$ cat config.mk
export PLATFORM = sky130hd
export DESIGN_NAME = mrs_slave
export DESIGN_NICKNAME = d
export VERILOG_FILES = /design/src/pkg/mrs_pkg.sv /design/src/logic/mrs_slave.sv
export SDC_FILE = /design/constraint.sdc
export NUM_CORES = 1
export LEC_CHECK = 0
export BUFFER_PORTS_ARGS = -buffer_cell sky130_fd_sc_hd__buf_2
export CORE_ASPECT_RATIO = 0.6
export CORE_UTILIZATION = 23
export CTS_BUF_LIST = sky130_fd_sc_hd__clkbuf_2 sky130_fd_sc_hd__clkbuf_4 sky130_fd_sc_hd__clkbuf_8
export DETAILED_ROUTE_END_ITERATION = 6
export SYNTH_ARGS = -nofsm -noshare
export SYNTH_HDL_FRONTEND = slang
export SYNTH_SLANG_ARGS = --single-unit
export TNS_END_PERCENT = 50
$ cat constraint.sdc
create_clock -name clock -period 8.6 [get_ports clock]
set_clock_uncertainty 0.2 [all_clocks]
set_input_delay 1.72 -clock clock [delete_from_list [all_inputs] [get_ports clock]]
set_output_delay 1.72 -clock clock [all_outputs]
set_load 0.01 [all_outputs]
$ cat src/pkg/mrs_pkg.sv
package mrs_pkg;
  localparam int CLK_HZ = 40000000;
  localparam int BAUD = 19200;
  localparam int BIT_CYC = CLK_HZ / BAUD;
  localparam logic [11:0] BIT_LOAD = 12'(BIT_CYC - 1);
  localparam logic [11:0] HALF_LOAD = 12'(BIT_CYC / 2 - 1);
  localparam int DATA_BITS = 8;
  localparam logic [2:0] LAST_BIT = 3'(DATA_BITS - 1);
  localparam int GAP_MS = 20;
  localparam int GAP_CYC = GAP_MS * (CLK_HZ / 1000);
  localparam int REQ_BYTES = 8;
  localparam logic [3:0] LAST_REQ = 4'(REQ_BYTES - 1);
  localparam logic [7:0] FUNC_READ = 8'h03;
  localparam logic [15:0] CRC_INIT = 16'hffff;
  localparam logic [15:0] CRC_POLY = 16'ha001;
  localparam logic [7:0] MAX_REGS = 8'h10;
  localparam logic [7:0] HDR_BYTES = 8'h03;
  // Register map, zero-based indices
  localparam logic [15:0] REG_RSVD0 = 16'h0000;
  localparam logic [15:0] REG_RSVD_VAL = 16'h0000;
  localparam logic [15:0] REG_EPOCH_HI = 16'h0004;
  localparam logic [15:0] REG_EPOCH_LO = 16'h0005;
  localparam logic [15:0] REG_RPM = 16'h0006;
  localparam logic [15:0] REG_DIR = 16'h0007;
  localparam logic [15:0] REG_CURRENT = 16'h0008;
  localparam logic [15:0] REG_INDICATOR = 16'h0009;

  function automatic logic [15:0] crc_step(input logic [15:0] crc,
                                           input logic [7:0] b);
    logic [15:0] c;
    c = crc ^ {8'h00, b};
    for (int i = 0; i < 8; i++) begin
      c = c[0] ? ((c >> 1) ^ CRC_POLY) : (c >> 1);
    end
    return c;
  endfunction
endpackage

$ cat src/logic/mrs_slave.sv
// Functional notes
// - Characters are 8N1 at 19200 baud with no flow control.
// - The block is a slave only and answers frames to its station address.
// - Read holding registers, function 3, is the supported request.
// - A reply is address, function 3, byte count, a word per register, CRC.
// - A well formed request to this station for 1 to 16 registers, received while the transmitter is idle, is answered with register data.
// - Register addresses are zero-based indices, the first entry at 0.
// - The map exposes motor speed, direction, current and indicator status.
// - Data comes in on the receive line and goes out on the transmit line.
// - Date and time is an epoch count split into high and low words.
`timescale 1ns/1ps
`default_nettype none
module mrs_slave
  import mrs_pkg::*;
#(
  parameter int GAP_CYCLES = GAP_CYC,
  parameter int BIT_CYCLES = BIT_CYC
) (
  // Clock and reset
  input wire logic clock,
  input wire logic nrst,
  // Serial link
  input wire logic rxd,
  output logic txd,
  // Station address, held stable by the controller
  input wire logic [7:0] station_addr,
  // Status words
  input wire logic [15:0] motor_rpm,
  input wire logic [15:0] motor_dir,
  input wire logic [15:0] motor_current,
  input wire logic [15:0] indicator_status,
  input wire logic [15:0] epoch_high,
  input wire logic [15:0] epoch_low
);
  typedef enum logic [1:0] {S_IDLE, S_START, S_DATA, S_STOP} mrs_ser_t;

  // Bit timing follows the parameter so that a bench may run the link faster
  localparam logic [11:0] BIT_LD = 12'(BIT_CYCLES - 1);
  localparam logic [11:0] HALF_LD = 12'(BIT_CYCLES / 2 - 1);

  // Receive side
  logic rx_s1, rx_s2, rx_s3, rx_line, next_rx_line;
  mrs_ser_t rx_st, next_rx_st;
  logic [11:0] rcnt, next_rcnt;
  logic [2:0] rbit, next_rbit;
  logic [7:0] rsh, next_rsh;
  logic byte_stb, rx_bad;

  always_comb begin
    next_rx_line = (rx_s2 == rx_s3) ? rx_s3 : rx_line;
    next_rx_st = rx_st;
    next_rcnt = (rcnt != 12'h000) ? rcnt - 12'h001 : rcnt;
    next_rbit = rbit;
    next_rsh = rsh;
    byte_stb = 1'b0;
    rx_bad = 1'b0;
    case (rx_st)
      S_IDLE: begin
        if (!rx_line) begin
          next_rx_st = S_START;
          next_rcnt = HALF_LD;
        end
      end
      S_START: begin
        if (rcnt == 12'h000) begin
          // A glitch shorter than half a bit is not a start bit
          next_rx_st = rx_line ? S_IDLE : S_DATA;
          next_rcnt = BIT_LD;
          next_rbit = 3'h0;
        end
      end
      S_DATA: begin
        if (rcnt == 12'h000) begin
          next_rsh = {rx_line, rsh[7:1]};
          next_rcnt = BIT_LD;
          next_rbit = rbit + 3'h1;
          if (rbit == LAST_BIT) begin
            next_rx_st = S_STOP;
          end
        end
      end
      S_STOP: begin
        if (rcnt == 12'h000) begin
          byte_stb = rx_line;
          rx_bad = !rx_line;
          next_rx_st = S_IDLE;
        end
      end
      default: next_rx_st = S_IDLE;
    endcase
  end

  always_ff @(posedge clock or negedge nrst) begin
    if (!nrst) begin
      rx_s1 <= 1'b1;
      rx_s2 <= 1'b1;
      rx_s3 <= 1'b1;
      rx_line <= 1'b1;
      rx_st <= S_IDLE;
      rcnt <= 12'h000;
      rbit <= 3'h0;
      rsh <= 8'h00;
    end else begin
      rx_s1 <= rxd;
      rx_s2 <= rx_s1;
      rx_s3 <= rx_s2;
      rx_line <= next_rx_line;
      rx_st <= next_rx_st;
      rcnt <= next_rcnt;
      rbit <= next_rbit;
      rsh <= next_rsh;
    end
  end

  // Frame assembly
  logic [7:0] rbuf [0:REQ_BYTES-1];
  logic [3:0] nbytes, next_nbytes;
  logic [15:0] rcrc, next_rcrc, crc_in;
  logic [19:0] gap, next_gap;
  logic [15:0] req_start, next_req_start;
  logic [7:0] req_cnt, next_req_cnt;
  logic [15:0] cnt_word;
  logic go, frame_ok;
  mrs_ser_t tx_st;

  assign crc_in = crc_step(rcrc, rsh);
  assign cnt_word = {rbuf[4], rbuf[5]};
  // Trailing CRC folded into the running CRC leaves zero when intact
  assign frame_ok = (crc_in == 16'h0000) &&
                    (rbuf[0] == station_addr) &&
                    (rbuf[1] == FUNC_READ) &&
                    (cnt_word != 16'h0000) &&
                    (cnt_word <= {8'h00, MAX_REGS});
  assign go = byte_stb && (nbytes == LAST_REQ) && frame_ok &&
              (tx_st == S_IDLE);

  always_comb begin
    next_nbytes = nbytes;
    next_rcrc = rcrc;
    next_gap = gap;
    next_req_start = req_start;
    next_req_cnt = req_cnt;
    if (byte_stb) begin
      next_gap = 20'h00000;
      next_rcrc = crc_in;
      next_nbytes = nbytes + 4'h1;
      if (nbytes == LAST_REQ) begin
        // Fixed-length request, so decode on the last byte
        next_nbytes = 4'h0;
        next_rcrc = CRC_INIT;
        if (go) begin
          next_req_start = {rbuf[2], rbuf[3]};
          next_req_cnt = rbuf[5];
        end
      end
    end else if (rx_bad || gap >= 20'(GAP_CYCLES)) begin
      // A silent line longer than the byte gap ends any partial frame
      next_nbytes = 4'h0;
      next_rcrc = CRC_INIT;
    end
    if (!byte_stb && rx_st == S_IDLE && gap < 20'(GAP_CYCLES)) begin
      next_gap = gap + 20'h00001;
    end
  end

  always_ff @(posedge clock or negedge nrst) begin
    if (!nrst) begin
      nbytes <= 4'h0;
      rcrc <= CRC_INIT;
      gap <= 20'h00000;
      req_start <= 16'h0000;
      req_cnt <= 8'h00;
    end else begin
      nbytes <= next_nbytes;
      rcrc <= next_rcrc;
      gap <= next_gap;
      req_start <= next_req_start;
      req_cnt <= next_req_cnt;
    end
  end

  always_ff @(posedge clock) begin
    if (byte_stb && nbytes != LAST_REQ) begin
      rbuf[nbytes[2:0]] <= rsh;
    end
  end

  // Transmit side
  mrs_ser_t next_tx_st;
  logic [11:0] tcnt, next_tcnt;
  logic [2:0] tbit, next_tbit;
  logic [7:0] tsh, next_tsh, tk, next_tk, total, cur_byte, ld_k, ld_cnt;
  logic [15:0] tcrc, next_tcrc, ld_crc, ridx, rword;
  logic next_txd;

  assign ld_k = (tx_st == S_IDLE) ? 8'h00 : tk + 8'h01;
  assign ld_cnt = (tx_st == S_IDLE) ? rbuf[5] : req_cnt;
  assign ld_crc = (tx_st == S_IDLE) ? CRC_INIT : tcrc;
  assign total = 8'(HDR_BYTES + 8'h02 + {ld_cnt[6:0], 1'b0});
  assign ridx = ((tx_st == S_IDLE) ? {rbuf[2], rbuf[3]} : req_start)
                + {9'h000, 7'((ld_k - HDR_BYTES) >> 1)};

  always_comb begin
    case (ridx)
      REG_RSVD0: rword = REG_RSVD_VAL;
      REG_EPOCH_HI: rword = epoch_high;
      REG_EPOCH_LO: rword = epoch_low;
      REG_RPM: rword = motor_rpm;
      REG_DIR: rword = motor_dir;
      REG_CURRENT: rword = motor_current;
      REG_INDICATOR: rword = indicator_status;
      default: rword = 16'h0000;
    endcase
  end

  always_comb begin
    if (ld_k == 8'h00) begin
      cur_byte = station_addr;
    end else if (ld_k == 8'h01) begin
      cur_byte = FUNC_READ;
    end else if (ld_k == 8'h02) begin
      cur_byte = {ld_cnt[6:0], 1'b0};
    end else if (ld_k < total - 8'h02) begin
      cur_byte = ld_k[0] ? rword[15:8] : rword[7:0];
    end else if (ld_k == total - 8'h02) begin
      cur_byte = ld_crc[7:0];
    end else begin
      cur_byte = ld_crc[15:8];
    end
  end

  always_comb begin
    next_tx_st = tx_st;
    next_tcnt = (tcnt != 12'h000) ? tcnt - 12'h001 : tcnt;
    next_tbit = tbit;
    next_tsh = tsh;
    next_tk = tk;
    next_tcrc = tcrc;
    next_txd = txd;
    case (tx_st)
      S_IDLE: begin
        next_txd = 1'b1;
        if (go) begin
          next_tx_st = S_START;
          next_tsh = cur_byte;
          next_tk = 8'h00;
          next_tcrc = crc_step(CRC_INIT, cur_byte);
          next_tcnt = BIT_LD;
          next_txd = 1'b0;
        end
      end
      S_START: begin
        if (tcnt == 12'h000) begin
          next_tx_st = S_DATA;
          next_tcnt = BIT_LD;
          next_tbit = 3'h0;
          next_txd = tsh[0];
        end
      end
      S_DATA: begin
        if (tcnt == 12'h000) begin
          next_tcnt = BIT_LD;
          next_tbit = tbit + 3'h1;
          next_tsh = {1'b1, tsh[7:1]};
          next_txd = tsh[1];
          if (tbit == LAST_BIT) begin
            next_tx_st = S_STOP;
            next_txd = 1'b1;
          end
        end
      end
      S_STOP: begin
        if (tcnt == 12'h000) begin
          if (tk == total - 8'h01) begin
            next_tx_st = S_IDLE;
          end else begin
            next_tx_st = S_START;
            next_tk = ld_k;
            next_tsh = cur_byte;
            next_tcnt = BIT_LD;
            next_txd = 1'b0;
            if (ld_k < total - 8'h02) begin
              next_tcrc = crc_step(tcrc, cur_byte);
            end
          end
        end
      end
      default: next_tx_st = S_IDLE;
    endcase
  end

  always_ff @(posedge clock or negedge nrst) begin
    if (!nrst) begin
      tx_st <= S_IDLE;
      tcnt <= 12'h000;
      tbit <= 3'h0;
      tsh <= 8'h00;
      tk <= 8'h00;
      tcrc <= CRC_INIT;
      txd <= 1'b1;
    end else begin
      tx_st <= next_tx_st;
      tcnt <= next_tcnt;
      tbit <= next_tbit;
      tsh <= next_tsh;
      tk <= next_tk;
      tcrc <= next_tcrc;
      txd <= next_txd;
    end
  end
endmodule
`default_nettype wire

* Word level (Yosys, flattened, before mapping)
Memories as Yosys holds them, arrays and structs flattened.
Index checks and enable logic that the tools add are counted.
** Word-level totals
- Input bits :: 107
- Bits in registers :: 142
- Memories :: 1
- Memory bits (writable) :: 64
** Memory list
- rbuf :: words 8, bits a word 8, rd ports 6, clocked after memory_dff 0, wr ports 1, line mrs_slave.sv:116 : logic [7:0] rbuf [0:REQ_BYTES-1];
** Cells by class
- Eq/ne operators :: 35
- Reductions and logical operators :: 40
- Magnitude comparators :: 4
- Muxes and demuxes :: 100
- Bitwise gates (word level) :: 27
- Add/subtract/negate cells :: 12
** Operators by type and width (number)
- $mux 16 :: 33
- $mux 8 :: 14
- $mux 12 :: 8
- $pmux 16 s6 :: 1
- $not 2->3 :: 24
- $eq 16x3->1 const B :: 4
- $mux 20 :: 2
- $pmux 12 s3 :: 1
- $eq 16x4->1 const B :: 2
- $pmux 16 s2 :: 1
- $xor 16x8->16 :: 2
- $eq 8x8->1 :: 3
- $logic_not 12->1 :: 2
- $ne 2x2->1 const B :: 12
- $pmux 12 s2 :: 1
- $pmux 8 s3 :: 1
- $reduce_bool 12->1 :: 2
- $sub 12x1->12 const B :: 2
- $mux 2 :: 11
- $add 20x1->20 const B :: 1
- $ge 20x20->1 const B :: 1
- $lt 20x20->1 const B :: 1
- $reduce_and 5->1 :: 4
- $add 16x7->16 :: 1
- other kinds (38) :: 84

* Logic depth before layout (Yosys ltp)
Gate-level depths: netlist (run 1).
- Depth after elaboration :: 32
- Depth in mapped cells :: 26
- Mapped depth without buffers :: 21

* Least setup slack after synthesis (run 1)
Ideal clock, no wire load.
- Kind :: flip-flop to flip-flop
- From :: reg tx_st[0]
- To :: reg tcrc[15]
- Arrival time :: 6.438 ns
- Stages on the path, launching flop included :: 24
- Library setup time :: 0.079 ns
- Slack :: 1.883 ns
- Required time :: 8.321 ns
- Period minus slack after synthesis :: 6.717 ns
- Path buffers :: 7
- Path through :: dfrtp_1 -> inv_1 -> ha_1 -> buf_2 -> buf_2 -> buf_2 -> buf_1 -> clkbuf_1 -> buf_1 -> mux2_2 -> ha_1 -> fa_1 -> a211oi_2 -> o22ai_1 -> a211o_4 -> or3_4 -> buf_6 -> or4_1 -> a31oi_1 -> a221oi_1 -> nor3_4 -> xnor3_2 -> xnor3_1 -> o21ai_0
** On the way
- Longest elaborated chain between the ends :: 25
** RTL lines
- from (decl) :: line mrs_slave.sv:124 : mrs_ser_t tx_st;
- from (signal assigned) :: line mrs_slave.sv:302 : tx_st <= next_tx_st;
- $logic_not 2->1
- $mux 8 :: line mrs_slave.sv:196 : assign ld_k = (tx_st == S_IDLE) ? 8'h00 : tk + 8'h01;
- $sub 8x2->8 :: line mrs_slave.sv:201 : + {9'h000, 7'((ld_k - HDR_BYTES) >> 1)};
- $add 16x7->16 :: line mrs_slave.sv:201
- $eq 16x4->1 / $eq 16x3->1 (equally long branches) :: line mrs_slave.sv:204 : case (ridx)
- $pmux 16 s6 :: line mrs_slave.sv:204
- $mux 8 :: line mrs_slave.sv:224 : cur_byte = ld_k[0] ? rword[15:8] : rword[7:0];
- $mux 8 :: line mrs_slave.sv:223 : end else if (ld_k < total - 8'h02) begin
- [... 3 more ...]
- $xor 16x8->16 :: line mrs_pkg.sv:31 : c = crc ^ {8'h00, b};
- $mux 16 / $not 2->3 (equally long branches) (6 in series)
- $not 2->3 (no source line) / $mux 16 (equally long branches)
- $mux 16 (2 in series) :: line mrs_pkg.sv:33 : c = c[0] ? ((c >> 1) ^ CRC_POLY) : (c >> 1);
- $mux 16 :: line mrs_slave.sv:282 : if (ld_k < total - 8'h02) begin
- $mux 16 :: line mrs_slave.sv:274 : if (tk == total - 8'h01) begin
- $mux 16 :: line mrs_slave.sv:273 : if (tcnt == 12'h000) begin
- $pmux 16 s2 :: line mrs_slave.sv:240 : case (tx_st)
- to (signal assigned) :: line mrs_slave.sv:307 : tcrc <= next_tcrc;
- to (decl) :: line mrs_slave.sv:193 : logic [15:0] tcrc, next_tcrc, ld_crc, ridx, rword;
Parallel ways exist; a longest one is shown, timed or not. The select of a mux whose other input is x is not followed.
A chain may end at the register's enable or synchronous reset.

* Final worst setup path (run 1)
Ends and elaborated chain as after synthesis.

==> flow_summary.yaml, run 1 <==
status:
  status: "finished clean"
timing:
  grt_setup_unrepaired: "no"
  fmax_mhz: 138.4
  slew_viol_final: 0
  finalSetupTns_ns: 0
  layout_min_cycle_time_ns: 7.225
  finalHoldViolations: 0
  setup_violations: 0
  relSlewSlack_pct: 20.82
  tightest_slew_ns: 1.179
  fin_crit_sh_pct: 84.02
  setup_ws_ns: 1.375
layout:
  fillerInstances: 5462
  area_growth_pct: 14.02
  antenna_cells: 0
  regArea_um2: 5041
  finalNonFillerCells: 1992
  multi_input_comb_area_um2: 6540
  drive_gt1_share_pct: 20.17
  layout.nets: 1436
clocking:
  cts_resized: 0
  clock_path_buffers: 2
  cts_sinks: 190
  clockRootBuffer: "clkbuf_8"
  cts_tree: "built"
  post_cts_buffers: 0
  cts_buffers: 17
  cts_hold_buf: 0
  cts_max_level: 4
  clock_latency_ns: 0.49
  path_clk_slew_ns: 0.12
placement:
  port-buffer-count: 107
  gp_congestion: 0.9258
  hpwlAfterDp_um: 24170
  numPlacedInstances: 1960
  dp_slack_ns: 1.586
floorplanning:
  die_width_um: 295.9
  start_util_pct: 23.33
  num_io_pins: 108
  rows: 64
  dieArea_um2: 52770
  fp.coreArea_um2: 51090
  die_h_um: 178.3
synthesis:
  synth_area_um2: 11920
  synth_most_common_cell: "nand2_1"
  synth.distinct_cells: 88
  synth_top_area_share_pct: 22.04
  synth-async-reset-ratio_pct: 74.74
  ys.flop_type: "dfrtp_1"
  synth_nets: 1358
  yosys-top-cells-area: "dfrtp_1 (22%), edfxtp_1 (12%), dfstp_2 (8.2%)"
  synthCells: 1208
  yosysSeqAreaShare_pct: 42.29
  synthTopCellsByCount: "nand2_1 (112), dfrtp_1 (105), o21ai_0 (88)"
  yosys_warnings: 0
  avgSynthCellArea_um2: 9.867
  synth_seq_cells: 190
  synth_edf_count: 48
  synth_area_leader_cell: "dfrtp_1"
global_route:
  grt_max_degree: 88
  grt_pass1_vias: 9095
  antenna_found_initial: 0
  grt_overflow: 0
  grt_pass1_wl_um: 50650
  track_usage_pct: 12.13
setup_path:
  startpoint_type: "flop"
  cp_max_fo: 30
  cp.arrival_ns: 7.44
  r2r_cells: 17
  r2r_setup_slack_ns: 1.37
  crit_chain: "inv_1 -> ha_2 -> nor2_1 -> ha_1 -> ha_1 -> fa_1 -> or3b_2 -> mux2i_1 -> o21ai_0 -> nor4_2 -> nand3_1 -> o311ai_0 -> o2111ai_1 -> a41oi_1 -> xnor3_1 -> xnor3_1 -> o21ai_0"
  cpPeakStageDelay_ns: 0.94
  required_ns: 8.81
  worst_path_max_delay_cell: "nor2_1"
  setup.worst_path.end_class: "flop"
  crit_type: "reg -> reg"
routing:
  drtIter0Drc: 911
  drt-pass1-iter-count: 5
  drcViolationCount: 0
  routed_via_density: 4.882
  via_count: 9724
  drt-total-wl_um: 32000
  ant_nets: 0
  routedWlPerCell_um: 16.06
power:
  vdd_drop_max_v: 0.00008283
  powerDensity_nw_per_um2: 117.8
  p_leak_uw: 0.005383
hold_path:
  worstHoldPathCells: 0
  hp-class: "reg -> reg"
run:
  maxCapViolCount: 0
## critical path: cells and delay by family (launching register included)
kind,cells,cell delay (ns)
AND/OR/NAND/NOR,4,2.36
adder cells (fa/ha/maj),4,1.54
AO/OA/AOI/OAI,5,1.50
XOR/XNOR,2,0.71
flip-flops,1,0.46
multiplexers,1,0.27
buffers and inverters,1,0.09
## through the flow
stage | util (%) | hold WS (ns) | power [µW] | cell area, µm²
finish | 26.60 | 0.1682 | 1601 | 13590
global route | 26.60 | 0.1728 | 1660 | 13590
CTS | 26.60 | 0.1696 | 1623 | 13590
detailed placement | 25.77 | 0.1475 | 990.2 | 13170
global placement | 25.77 | 0.1464 | 990.4 | 13170
floorplan | - | 0.1452 | 946.9 | 11920
## logic make-up after synthesis
kind of cell / after synthesis / synth area share, %
mux: 80 / 7.369
fa+ha+maj: 44 / 4.661
xor+xnor: 105 / 8.493
flops: 190 / 42.29
simple gates: 395 / 16.86
compound gates: 308 / 17.45
buf+inv: 86 / 2.876
## cells in the final DEF, fill, tap and decap left out, types with 7 or more instances in the layout
| cell type | count |
|---|---|
| xnor2_1 | 57 |
| a21oi_1 | 56 |
| a211oi_1 | 7 |
| ha_1 | 41 |
| nor2_1 | 84 |
| or3_1 | 12 |
| nand3_1 | 39 |
| clkbuf_8 | 17 |
| buf_4 | 9 |
| a221oi_1 | 9 |
| nand2_1 | 112 |
| nand2b_1 | 11 |
| mux2i_1 | 27 |
| buf_2 | 106 |
| and2_1 | 9 |
| edfxtp_1 | 48 |
| a22o_1 | 31 |
| o211ai_1 | 7 |
| nand4_1 | 8 |
| xor2_1 | 41 |
| o31ai_1 | 8 |
| a31oi_1 | 11 |
| or4_1 | 12 |
| o22a_1 | 15 |
| or2_2 | 7 |
| dfrtp_1 | 105 |
| dfstp_2 | 37 |
| nor2b_1 | 8 |
| nor3_1 | 30 |
| nor4_1 | 19 |
| o21ai_0 | 88 |
| a22oi_1 | 10 |
| mux2_2 | 52 |
| inv_1 | 28 |
| and3_1 | 11 |
## path summary, 6_finish.rpt
check,startpoint,to
max in group asynchronous,nrst,tcnt[6]
worst min register to register,rx_s1,rx_s2
worst min-delay path,rx_s1,rx_s2
worst max-delay path,tx_st[0],tcrc[15]
worst max register to register,tx_st[0],tcrc[15]
min in group asynchronous,nrst,req_start[11]
## registers in the layout, summed over array words and instances (netlist names), named ones only
register   count
rsh            8
rbit           3
tcnt          12
rcnt          12
tbit           3
tk             8
gap           20
req_start     16
tcrc          16
nbytes         4
rx_s1          1
tx_st          2
rbuf          48
rx_s3          1
rcrc          16
rx_s2          1
req_cnt        7
tsh            8
rx_st          1
rx_line        1
txd            1
## metal layers
layer  part of all wire (%)  up-vias  global-route usage (%)
li1                       -     4636                       -
met1                     52     4812                   19.02
met2                     40      250                   16.31
met3                    6.2       26                   2.841
met4                    1.2        0                   2.591
met5                      0        -                       0
## final cells by class
class / count / area share, %
tap: 693 / 6.380
clock inverter: 15 / 1.399
multi-input combinational: 932 / 48.12
sequential: 190 / 37.09
clock buffer: 17 / 1.722
inverter: 29 / 0.8010
timing repair buffer: 116 / 4.484
## where the power goes
part | total [µW] | internal [µW] | switching, µW
logic | 46.1 | 20.6 | 25.5
registers | 925 | 923 | 1.60
clock network | 630 | 251 | 379
total | 1600 | 1190 | 406
Power figures use the tool's default switching activity.
==> run 2: changes to the inputs <==
==> constraint.sdc (replaced) <==
create_clock -name clock -period 6.5 [get_ports clock]
set_clock_uncertainty 0.2 [all_clocks]
set_input_delay 1.3 -clock clock [delete_from_list [all_inputs] [get_ports clock]]
set_output_delay 1.3 -clock clock [all_outputs]
set_load 0.01 [all_outputs]
==> run 2 against run 1 <==
Sequential power rose by 32%. Largest cell class unchanged. Worst setup slack worse by 0.94 ns. Clock power up 38%. Register-to-register slack got worse by 0.94 ns.
==> flow_summary.yaml, run 2 (synthesized netlist as in run 1, its figures left out) <==
status:
  status: "finished clean"
floorplanning:
  num_io_pins: 108
  die_h_um: 178.3
  rows: 64
  start_util_pct: 23.33
  fp.coreArea_um2: 51090
  die_width_um: 295.9
  dieArea_um2: 52770
layout:
  antenna_cells: 0
  layout_common_cells: "nand2_1 (112), buf_2 (106), dfrtp_1 (105)"
  drive_gt1_share_pct: 21.74
  area_growth_pct: 15.82
  final_common_cell: "nand2_1"
  layout.nets: 1457
  regArea_um2: 5041
  multi_input_comb_area_um2: 6570
  largest_reg_flops: 48
  fillerInstances: 5445
  finalNonFillerCells: 2013
placement:
  port-buffer-count: 107
  hpwlAfterDp_um: 24080
  gp_congestion: 0.9141
  numPlacedInstances: 1981
  dp_slack_ns: 0.2607
routing:
  drtIter0Drc: 840
  routed_via_density: 4.866
  drcViolationCount: 0
  via_count: 9796
  drt-total-wl_um: 31900
  drt-pass1-iter-count: 5
  ant_nets: 0
  routedWlPerCell_um: 15.85
setup_path:
  cp_common_cell: "o21ai_0"
  crit_family: "compound AO/OA/AOI/OAI gates"
  worst_path_max_delay_cell: "a2111oi_0"
  required_ns: 6.71
  cp_max_fo: 24
  crit_type: "reg -> reg"
  setup.worst_path.end_class: "flop"
  cp.arrival_ns: 6.28
  crit_chain: "inv_1 -> ha_4 -> buf_4 -> buf_4 -> a311oi_1 -> o21ai_0 -> o21ai_0 -> ha_1 -> inv_1 -> or4_1 -> a311o_1 -> a2111oi_0 -> o22a_1 -> o31a_1 -> a31oi_1 -> xnor2_2 -> xnor3_2 -> xnor3_1 -> o21ai_0"
  worst-path-buf-inv: 4
  cpPeakStageDelay_ns: 0.74
  startpoint_type: "flop"
clocking:
  cts_tree: "built"
  cts_hold_buf: 0
  post_cts_buffers: 0
  clock_latency_ns: 0.49
  path_clk_slew_ns: 0.12
  cts_sinks: 190
  clock_path_buffers: 2
  cts_max_level: 4
  clockRootBuffer: "clkbuf_8"
  cts_buffers: 17
power:
  total_power_uw: 2151
  vdd_drop_max_v: 0.0001309
  powerDensity_nw_per_um2: 155.8
  p_leak_uw: 0.005506
global_route:
  track_usage_pct: 12.15
  antenna_found_initial: 0
  grt_max_degree: 88
  grt_pass1_wl_um: 50690
  grt_overflow: 0
  grt_pass1_vias: 9141
hold_path:
  hp-class: "reg -> reg"
timing:
  holdWs_ns: 0.1815
  fmax_mhz: 164.9
  grt_setup_unrepaired: "no"
  slew_viol_final: 0
  finalHoldViolations: 0
  fin_crit_sh_pct: 93.31
  layout_min_cycle_time_ns: 6.065
  tightest_slew_ns: 1.226
  relSlewSlack_pct: 17.63
  setup_ws_ns: 0.4347
  setup_violations: 0
  finalSetupTns_ns: 0
run:
  maxCapViolCount: 0
==> run 2: changes by cell type in the layout (fill, tap and decap cells not counted), sizes merged <==
cell	delta
buf	+21
bufinv	+1
clkinv	+1
clkinvlp	-1
inv	-1
==> run 2: layout make-up <==
type / instances / share of cell area (%)
Multi-Input combinational cell: 932 / 47.59
Clock inverter: 15 / 1.568
Inverter: 29 / 0.7885
Timing Repair Buffer: 137 / 5.556
Sequential cell: 190 / 36.52
Clock buffer: 17 / 1.695
Tap cell: 693 / 6.281
==> run 2: per-layer routing <==
layer	track usage (%)	wire, µm	vias to the layer above
met5	0	0	-
met4	2.677	284	0
met3	2.592	1978	20
met2	16.57	13120	266
met1	19.00	16510	4837
li1	-	-	4673
==> run 2: where the power goes <==
part	switching, µW	internal (µW)
logic	33.2	27.3
clock network	497	369
registers	2.17	1220
total	533	1620
==> run 2: metrics by stage <==
stage,cell area (µm²),util [%]
2_1_floorplan,11920,-
3_3_place_gp,13320,26.08
3_5_place_dp,13320,26.08
4_1_cts,13770,26.96
5_1_grt,13800,27.02
6_report,13800,27.02
==> run 2: path summary, 6_finish.rpt <==
kind | depth (start not counted) | end | slack, ns | startpoint
max | 19 | tcrc[15] | 0.43 | tx_st[0]
min | 0 | rx_s3 | 0.18 | rx_s2
max reg2reg | 19 | tcrc[15] | 0.43 | tx_st[0]
min reg2reg | 0 | rx_s3 | 0.18 | rx_s2
max in group asynchronous | 2 | req_cnt[3] | 4.12 | nrst
min in group asynchronous | 1 | req_start[10] | 0.62 | nrst
==> run 2: repair_timing <==
action                     CTS  global route
setup endpoints to repair    0             4
resized for setup            0             7
hold endpoints to repair     0             0
